File: src/rtl/rscs_pkg.sv
// Package of constants and types for the remote status command interpreter
// What this block does
// RL1 - Reset command restores all default settings
// RL2 - Local/remote selector: 0, 1, 2, queryable
// RL3 - Remote override bit, writable and queryable
// RL4 - Software trigger equals hardware trigger event
// RL5 - One-argument event enable loads whole mask
// RL6 - Two-argument event enable sets one bit
// RL7 - Event enable query: whole byte or bit
// RL8 - Event status query: whole byte or bit
// RL9 - One-argument service enable loads whole mask
// RL10 - Two-argument service enable sets one bit
// RL11 - Service enable query: whole byte or bit
// RL12 - Clear-status clears all status bytes
// RL13 - Poll bit 5 set on enabled event
// RL14 - Event bit 5 illegal, bit 4 failure
// RL15 - Answers are decimal text with terminator
package rscs_pkg;
    typedef enum logic [3:0] {
        RSCS_OP_RESET,
        RSCS_OP_LOCAL_REMOTE,
        RSCS_OP_OVERRIDE,
        RSCS_OP_TRIGGER,
        RSCS_OP_CLEAR,
        RSCS_OP_EVT_ENABLE,
        RSCS_OP_EVT_STATUS,
        RSCS_OP_SRQ_ENABLE,
        RSCS_OP_POLL_STATUS
    } rscs_op_t;

    localparam logic [1:0] RSCS_LR_LOCAL    = 2'h0;
    localparam logic [1:0] RSCS_LR_REMOTE   = 2'h1;
    localparam logic [1:0] RSCS_LR_LOCKOUT  = 2'h2;
    localparam logic [1:0] RSCS_LR_RESET    = 2'h0;
    localparam logic       RSCS_OVR_RESET   = 1'h0;
    localparam logic [7:0] RSCS_EVT_EN_RESET = 8'h00;
    localparam logic [7:0] RSCS_SRQ_EN_RESET = 8'h00;
    localparam int         RSCS_EVT_EXE_BIT = 4;
    localparam int         RSCS_EVT_CMD_BIT = 5;
    localparam int         RSCS_POLL_ESB_BIT = 5;
    localparam logic [7:0] RSCS_CHAR_ZERO   = 8'h30;
    localparam logic [7:0] RSCS_CHAR_LF     = 8'h0A;
    localparam logic [7:0] RSCS_MAX_BYTE    = 8'hFF;
endpackage : rscs_pkg

File: src/rtl/rscs_sync.sv
// Two-stage synchroniser for the trigger pin
`timescale 1ns/1ps
module rscs_sync
    import rscs_pkg::*;
(
    input  wire logic clk,
    input  wire logic resetn,
    input  wire logic ce,
    input  wire logic din,
    output logic      dout
);
    logic meta_q;
    logic meta_d;
    logic sync_q;
    logic sync_d;

    always_comb begin
        meta_d = ce ? din : meta_q;
        sync_d = ce ? meta_q : sync_q;
    end

    always_ff @(posedge clk or negedge resetn) begin
        if (!resetn) begin
            meta_q <= 1'b0;
            sync_q <= 1'b0;
        end else begin
            meta_q <= meta_d;
            sync_q <= sync_d;
        end
    end

    assign dout = sync_q;
endmodule : rscs_sync

File: src/rtl/rscs_text.sv
// Serialises a byte value as decimal ASCII digits and a line feed
`timescale 1ns/1ps
module rscs_text
    import rscs_pkg::*;
(
    input  wire logic       clk,
    input  wire logic       resetn,
    input  wire logic       ce,
    input  wire logic       start,
    input  wire logic [7:0] value,
    output logic            busy,
    output logic [7:0]      tx_data,
    output logic            tx_valid,
    input  wire logic       tx_ready
);
    logic [7:0] dig_q [3];
    logic [7:0] dig_d [3];
    logic [1:0] idx_q;
    logic [1:0] idx_d;
    logic [1:0] cnt_q;
    logic [1:0] cnt_d;
    logic       busy_q;
    logic       busy_d;
    logic [7:0] data_q;
    logic [7:0] data_d;
    logic       vld_q;
    logic       vld_d;
    logic [7:0] h;
    logic [7:0] t;
    logic [7:0] u;

    always_comb begin
        h      = value / 8'd100;
        t      = (value / 8'd10) % 8'd10;
        u      = value % 8'd10;
        dig_d  = dig_q;
        idx_d  = idx_q;
        cnt_d  = cnt_q;
        busy_d = busy_q;
        data_d = data_q;
        vld_d  = vld_q;
        if (!busy_q && start) begin
            // Leading zeros suppressed, a zero still yields one digit
            busy_d = 1'b1;
            idx_d  = 2'd0;
            if (h != 8'd0) begin
                dig_d[0] = RSCS_CHAR_ZERO + h;
                dig_d[1] = RSCS_CHAR_ZERO + t;
                dig_d[2] = RSCS_CHAR_ZERO + u;
                cnt_d    = 2'd3;
            end else if (t != 8'd0) begin
                dig_d[0] = RSCS_CHAR_ZERO + t;
                dig_d[1] = RSCS_CHAR_ZERO + u;
                cnt_d    = 2'd2;
            end else begin
                dig_d[0] = RSCS_CHAR_ZERO + u;
                cnt_d    = 2'd1;
            end
            data_d = dig_d[0];
            vld_d  = 1'b1;
        end else if (busy_q && vld_q && tx_ready) begin
            if (data_q == RSCS_CHAR_LF) begin
                vld_d  = 1'b0;
                busy_d = 1'b0;
            end else if (idx_q + 2'd1 == cnt_q) begin
                data_d = RSCS_CHAR_LF; // RL15
            end else begin
                idx_d  = idx_q + 2'd1;
                data_d = dig_q[idx_q + 2'd1]; // RL15
            end
        end
    end

    always_ff @(posedge clk or negedge resetn) begin
        if (!resetn) begin
            dig_q  <= '{8'h00, 8'h00, 8'h00};
            idx_q  <= 2'h0;
            cnt_q  <= 2'h0;
            busy_q <= 1'b0;
            data_q <= 8'h00;
            vld_q  <= 1'b0;
        end else if (ce) begin
            dig_q  <= dig_d;
            idx_q  <= idx_d;
            cnt_q  <= cnt_d;
            busy_q <= busy_d;
            data_q <= data_d;
            vld_q  <= vld_d;
        end
    end

    assign busy     = busy_q;
    assign tx_data  = data_q;
    assign tx_valid = vld_q;
endmodule : rscs_text

File: src/rtl/rscs_top.sv
// Command interpreter for local/remote, trigger and status commands
`timescale 1ns/1ps
module rscs_top
    import rscs_pkg::*;
(
    input  wire logic       clk,
    input  wire logic       resetn,
    input  wire logic       ce,
    input  wire logic       cmd_valid,
    input  wire rscs_op_t   cmd_op,
    input  wire logic       cmd_query,
    input  wire logic [1:0] cmd_nargs,
    input  wire logic [8:0] cmd_arg_i,
    input  wire logic [8:0] cmd_arg_j,
    output logic            cmd_ready,
    input  wire logic       cmd_illegal,
    input  wire logic       soft_launch_cmd_pin,
    output logic            launch,
    output logic [1:0]      local_remote_select,
    output logic            remote_override_select,
    output logic [7:0]      evt_enable,
    output logic [7:0]      evt_status,
    output logic [7:0]      srq_enable,
    output logic [7:0]      poll_status,
    output logic [7:0]      tx_data,
    output logic            tx_valid,
    input  wire logic       tx_ready
);
    logic [1:0] lr_q;
    logic [1:0] lr_d;
    logic       ovr_q;
    logic       ovr_d;
    logic [7:0] ee_q;
    logic [7:0] ee_d;
    logic [7:0] es_q;
    logic [7:0] es_d;
    logic [7:0] se_q;
    logic [7:0] se_d;
    logic [7:0] ps_q;
    logic [7:0] ps_d;
    logic       launch_q;
    logic       launch_d;
    logic       soft_launch_cmd_s;
    logic       soft_launch_cmd_prev_q;
    logic       soft_launch_cmd_prev_d;
    logic       rdy_q;
    logic       rdy_d;
    logic       start_d;
    logic       start_q;
    logic [7:0] val_d;
    logic [7:0] val_q;
    logic       txt_busy;
    logic       accept;
    logic       bit_ok;
    logic       one_ok;
    logic [2:0] bi;

    rscs_sync u_sync (
        .clk    (clk),
        .resetn (resetn),
        .ce     (ce),
        .din    (soft_launch_cmd_pin),
        .dout   (soft_launch_cmd_s)
    );

    rscs_text u_text (
        .clk      (clk),
        .resetn   (resetn),
        .ce       (ce),
        .start    (start_q),
        .value    (val_q),
        .busy     (txt_busy),
        .tx_data  (tx_data),
        .tx_valid (tx_valid),
        .tx_ready (tx_ready)
    );

    always_comb begin
        // Commands held off while an answer is still being sent
        accept      = cmd_valid && rdy_q;
        bi          = cmd_arg_i[2:0];
        bit_ok      = (cmd_arg_i < 9'd8) && (cmd_arg_j < 9'd2);
        one_ok      = cmd_arg_i <= {1'b0, RSCS_MAX_BYTE};
        lr_d        = lr_q;
        ovr_d       = ovr_q;
        ee_d        = ee_q;
        es_d        = es_q;
        se_d        = se_q;
        soft_launch_cmd_prev_d = soft_launch_cmd_s;
        launch_d    = soft_launch_cmd_s && !soft_launch_cmd_prev_q; // RL4
        start_d     = 1'b0;
        val_d       = val_q;
        if (accept) begin
            case (cmd_op)
                RSCS_OP_RESET: begin
                    lr_d  = RSCS_LR_RESET; // RL1
                    ovr_d = RSCS_OVR_RESET; // RL1
                    ee_d  = RSCS_EVT_EN_RESET; // RL1
                    se_d  = RSCS_SRQ_EN_RESET; // RL1
                end
                RSCS_OP_LOCAL_REMOTE: begin
                    if (cmd_query) begin
                        start_d = 1'b1;
                        val_d   = {6'h00, lr_q}; // RL2
                    end else if (cmd_arg_i <= {7'h00, RSCS_LR_LOCKOUT}) begin
                        lr_d = cmd_arg_i[1:0]; // RL2
                    end else begin
                        es_d[RSCS_EVT_EXE_BIT] = 1'b1; // RL14
                    end
                end
                RSCS_OP_OVERRIDE: begin
                    if (cmd_query) begin
                        start_d = 1'b1;
                        val_d   = {7'h00, ovr_q}; // RL3
                    end else if (cmd_arg_i < 9'd2) begin
                        ovr_d = cmd_arg_i[0]; // RL3
                    end else begin
                        es_d[RSCS_EVT_EXE_BIT] = 1'b1; // RL14
                    end
                end
                RSCS_OP_TRIGGER: begin
                    launch_d = 1'b1; // RL4
                end
                RSCS_OP_CLEAR: begin
                    es_d = 8'h00; // RL12
                end
                RSCS_OP_EVT_ENABLE: begin
                    if (cmd_query) begin
                        start_d = 1'b1;
                        if (cmd_nargs == 2'd0) begin
                            val_d = ee_q; // RL7
                        end else if (cmd_arg_i < 9'd8) begin
                            val_d = {7'h00, ee_q[bi]}; // RL7
                        end else begin
                            start_d = 1'b0;
                            es_d[RSCS_EVT_EXE_BIT] = 1'b1; // RL14
                        end
                    end else if (cmd_nargs == 2'd1 && one_ok) begin
                        ee_d = cmd_arg_i[7:0]; // RL5
                    end else if (cmd_nargs == 2'd2 && bit_ok) begin
                        ee_d[bi] = cmd_arg_j[0]; // RL6
                    end else begin
                        es_d[RSCS_EVT_EXE_BIT] = 1'b1; // RL14
                    end
                end
                RSCS_OP_EVT_STATUS: begin
                    start_d = 1'b1;
                    if (cmd_nargs == 2'd0) begin
                        val_d = es_q; // RL8
                    end else if (cmd_arg_i < 9'd8) begin
                        val_d = {7'h00, es_q[bi]}; // RL8
                    end else begin
                        start_d = 1'b0;
                        es_d[RSCS_EVT_EXE_BIT] = 1'b1; // RL14
                    end
                end
                RSCS_OP_SRQ_ENABLE: begin
                    if (cmd_query) begin
                        start_d = 1'b1;
                        if (cmd_nargs == 2'd0) begin
                            val_d = se_q; // RL11
                        end else if (cmd_arg_i < 9'd8) begin
                            val_d = {7'h00, se_q[bi]}; // RL11
                        end else begin
                            start_d = 1'b0;
                            es_d[RSCS_EVT_EXE_BIT] = 1'b1; // RL14
                        end
                    end else if (cmd_nargs == 2'd1 && one_ok) begin
                        se_d = cmd_arg_i[7:0]; // RL9
                    end else if (cmd_nargs == 2'd2 && bit_ok) begin
                        se_d[bi] = cmd_arg_j[0]; // RL10
                    end else begin
                        es_d[RSCS_EVT_EXE_BIT] = 1'b1; // RL14
                    end
                end
                RSCS_OP_POLL_STATUS: begin
                    start_d = 1'b1;
                    if (cmd_nargs == 2'd0) begin
                        val_d = ps_q; // RL13
                    end else if (cmd_arg_i < 9'd8) begin
                        val_d = {7'h00, ps_q[bi]}; // RL13
                    end else begin
                        start_d = 1'b0;
                        es_d[RSCS_EVT_EXE_BIT] = 1'b1; // RL14
                    end
                end
                default: begin
                    es_d[RSCS_EVT_CMD_BIT] = 1'b1; // RL14
                end
            endcase
            // A flagged parse error still sets its bit, even beside a clear
            if (cmd_illegal) begin
                es_d[RSCS_EVT_CMD_BIT] = 1'b1; // RL14
            end
        end
        ps_d = 8'h00;
        ps_d[RSCS_POLL_ESB_BIT] = |(es_d & ee_d); // RL13
        rdy_d = !(start_d || start_q || txt_busy);
    end

    always_ff @(posedge clk or negedge resetn) begin
        if (!resetn) begin
            lr_q        <= RSCS_LR_RESET;
            ovr_q       <= RSCS_OVR_RESET;
            ee_q        <= RSCS_EVT_EN_RESET;
            es_q        <= 8'h00;
            se_q        <= RSCS_SRQ_EN_RESET;
            ps_q        <= 8'h00;
            launch_q    <= 1'b0;
            soft_launch_cmd_prev_q <= 1'b0;
            rdy_q       <= 1'b0;
            start_q     <= 1'b0;
            val_q       <= 8'h00;
        end else if (ce) begin
            lr_q        <= lr_d;
            ovr_q       <= ovr_d;
            ee_q        <= ee_d;
            es_q        <= es_d;
            se_q        <= se_d;
            ps_q        <= ps_d;
            launch_q    <= launch_d;
            soft_launch_cmd_prev_q <= soft_launch_cmd_prev_d;
            rdy_q       <= rdy_d;
            start_q     <= start_d;
            val_q       <= val_d;
        end
    end

    assign cmd_ready              = rdy_q;
    assign launch                 = launch_q;
    assign local_remote_select    = lr_q;
    assign remote_override_select = ovr_q;
    assign evt_enable             = ee_q;
    assign evt_status             = es_q;
    assign srq_enable             = se_q;
    assign poll_status            = ps_q;
endmodule : rscs_top

File: config.mk
export PLATFORM = sky130hd
export DESIGN_NAME = rscs_top
export DESIGN_NICKNAME = d
export VERILOG_FILES = /design/src/rtl/rscs_pkg.sv /design/src/rtl/rscs_sync.sv /design/src/rtl/rscs_text.sv /design/src/rtl/rscs_top.sv
export SDC_FILE = /design/constraint.sdc
export NUM_CORES = 1
export LEC_CHECK = 0
export BUFFER_PORTS_ARGS = -buffer_cell sky130_fd_sc_hd__buf_2
export CAP_MARGIN = 30
export CORE_MARGIN = 3
export CORE_UTILIZATION = 50
export CTS_CLUSTER_SIZE = 14
export DETAILED_ROUTE_END_ITERATION = 10
export MAX_ROUTING_LAYER = met4
export PLACE_DENSITY = 0.72
export SLEW_MARGIN = 20
export SYNTH_ARGS = -nofsm -noshare
export SYNTH_HDL_FRONTEND = slang
export SYNTH_HIERARCHICAL = 1
export SYNTH_SLANG_ARGS = --single-unit
File: constraint.sdc
create_clock -name clk -period 5.6 [get_ports clk]
set_clock_uncertainty 0.05 [all_clocks]
set_input_delay 1.4 -clock clk [delete_from_list [all_inputs] [get_ports clk]]
set_output_delay 1.4 -clock clk [all_outputs]
set_load 0.01 [all_outputs]
==> impl_metrics.json <==
{
  "cp.depth": 11,
  "grt_pass1_wl_um": 32900,
  "maxCapViolCount": 0,
  "wl_per_cell_um": 20.2,
  "synth_edf_count": 0,
  "grt_pass1_vias": 6324,
  "holdWs_ps": 416,
  "setup_tns_ps": 0,
  "cp_data_arrival_time_ps": 4520,
  "start_kind": "flip-flop",
  "core_region_area_sq_um": 12300,
  "synth_top_area_share_pct": 30.8,
  "cp_top_family": "compound AO/OA/AOI/OAI gates",
  "cts_resized": 0,
  "pin_count": 78,
  "yosys-top-cells-count": "dfrtp_1 (79), nor2_1 (79), nand2_1 (77)",
  "fp.dieW_um": 119,
  "insertion_delay_ps": 350,
  "dpl.hpwl_um": 14400,
  "final_max_slew_viol_count": 0,
  "r2r_start": "val_q[7]$_DFFE_PN0P_",
  "grt_max_degree": 52,
  "ys_seq_area_share_pct": 30.8,
  "synth_cell_types": 96,
  "fin_nets": 856,
  "cp_slowest_stage_delay_ps": 950,
  "min_period_ps": 4340,
  "numCtsBuffers": 9,
  "place_congestion": 1.02,
  "synth_area_sq_um": 6420,
  "endpoint": "u_text/dig_q[9]$_DFFE_PN0P_",
  "cp.required_ps": 5780,
  "clock-sinks": 79,
  "ir_drop_mv": 0.248,
  "port_buffers": 70,
  "cp-end-kind": "flip-flop",
  "clkSlewWorstSetupHoldPaths_ps": 60,
  "ant_nets": 0,
  "first_pass_iters": 9,
  "grt_setup_unrepaired": "false",
  "rr_worst_depth": 11,
  "fmax_mhz": 230,
  "cts.htree.levels": 3,
  "path_max_fanout": 30,
  "routed-via-count": 6603,
  "leakage_nw": 2.95,
  "hp-class": "reg -> reg",
  "power_per_cell_area_nw_per_um2": 284,
  "rows": 40,
  "wl_um": 20000,
  "reg2reg_to": "u_text/dig_q[9]$_DFFE_PN0P_",
  "cts_tree": "built",
  "vias_per_cell": 6.66,
  "chipHeight_um": 119,
  "ys_ff_latch": 79,
  "reg2reg_slack_ps": 1260,
  "diodes": 0,
  "overflow": 0,
  "async_flop_share_pct": 100,
  "synth_ff_type": "dfrtp_1",
  "slowest_stage": "dfrtp_1",
  "min_period_over_period_pct": 77.5,
  "drive_gt1_share_pct": 17.4,
  "synth_area_leader_cell": "dfrtp_1",
  "cts_hold_buf": 0,
  "initialDrtViolationCount": 1109,
  "synth.avg_cell_area_sq_um": 8.14,
  "crit_chain": "o21ai_0 > a21oi_1 > ha_1 > o2111a_2 > a31oi_1 > ha_1 > or3_1 > o2bb2ai_1 > o2111a_2 > a31oi_2 > mux2_1",
  "antenna_found_initial": 0,
  "clock-root-buffer": "clkbuf_16",
  "area_growth_pct": 9.98,
  "start_util_pct": 52.3,
  "remaining_drc_errors": 0,
  "clk_path_buf_depth": 2,
  "dieArea_sq_um": 14200,
  "netlist_instances": 788,
  "crit_start": "val_q[7]$_DFFE_PN0P_",
  "status": "completed",
  "hp-start": "u_text/dig_q[20]$_DFFE_PN0P_",
  "setup_viol": 0,
  "worstSetupPathType": "reg -> reg",
  "synth_area_leaders": "dfrtp_1 (31%), nor2_1 (4.6%), o21ai_0 (4.5%), nand2_1 (4.5%), a21oi_1 (3.5%)",
  "hold_violations": 0,
  "worstMarginPinSlew_ps": 936,
  "track_usage_pct": 29.2,
  "slew_headroom_pct": 37.6,
  "post_cts_buffers": 0,
  "yosysWarnings": 6,
  "path_buf_inv": 0
}
-- power breakdown --
| group | switching, mW | internal, mW | total (mW) |
|---|---|---|---|
| registers | 0.149 | 0.670 | 0.819 |
| logic | 0.317 | 0.244 | 0.561 |
| clock network | 0.249 | 0.373 | 0.622 |
| total | 0.715 | 1.29 | 2.00 |
-- worst min-delay path by stage --
stage,to,slack (ps),cells past startpoint
5_1_grt,u_text/dig_q[18]$_DFFE_PN0P_,450,2
3_5_place_dp,u_text/dig_q[20]$_DFFE_PN0P_,400,1
4_1_cts,u_text/dig_q[20]$_DFFE_PN0P_,420,1
6_report,u_text/dig_q[20]$_DFFE_PN0P_,420,1
3_3_place_gp,u_text/dig_q[20]$_DFFE_PN0P_,390,1
2_1_floorplan,u_text/dig_q[20]$_DFFE_PN0P_,380,1
-- area by class of cell --
type | count | area [sq um]
Tap cell | 168 | 210
Timing Repair Buffer | 76 | 422
Fill cell | 1134 | 5200
Inverter | 24 | 90.1
Sequential cell | 79 | 1980
Multi-Input combinational cell | 628 | 4040
Clock buffer | 11 | 253
Clock inverter | 5 | 63.8
-- cells by family after synthesis --
family                     count (synthesis)  share of synthesized area, %
and+or+nand+nor                          312                          25.6
AOI/OAI and AO/OA                        261                          29.0
adders and majority gates                  7                          1.33
muxes                                     29                          5.03
DFF                                       79                          30.8
xor gates and xnor gates                  10                          1.36
buffers and inverters                     88                          6.71
other                                      2                         0.117
-- per-layer routing --
layer  GRT usage (%)  wire length, um  vias up  part of all wire, %
li1                -                -     2998                    -
met1            38.0             8210     3116                   41
met2            43.8             9170      421                   46
met3            6.74             1960       68                  9.8
met4            11.9              702        0                  3.5
met5               -                0        -                    0
-- flip-flops by register name, indices dropped and copies added (netlist names), 2 cells and up --
signal               flops
evt_status               8
u_text/idx_q             2
evt_enable               8
srq_enable               8
u_text/dig_q            24
u_text/cnt_q             2
local_remote_select      2
val_q                    8
u_text/tx_data           8
-- placed cells by master, fill, tap and decap left out, drive strengths merged, types with 13 or more instances in the layout --
cell type and n:
o21ai 69, nand2 79, dfrtp 79, nor3 14, nand3 28, mux2 16
inv 23, nand2b 13, nor2 80, buf 76, a21oi 48
-- through the flow --
| stage | area (sq um) | worst slack, ps | util (%) | power, mW | instances |
|---|---|---|---|---|---|
| floorplan | 6440 | 1860 | - | 1.17 | 795 |
| global placement | 6700 | 1580 | 54.7 | 1.36 | 973 |
| detailed placement | 6730 | 1380 | 54.9 | 1.37 | 974 |
| CTS | 7050 | 1370 | 57.5 | 2.00 | 990 |
| global route | 7060 | 1040 | 57.6 | 2.11 | 991 |
| finish | 7060 | 1260 | 57.6 | 2.00 | 991 |
Power figures use the tool's default switching activity.
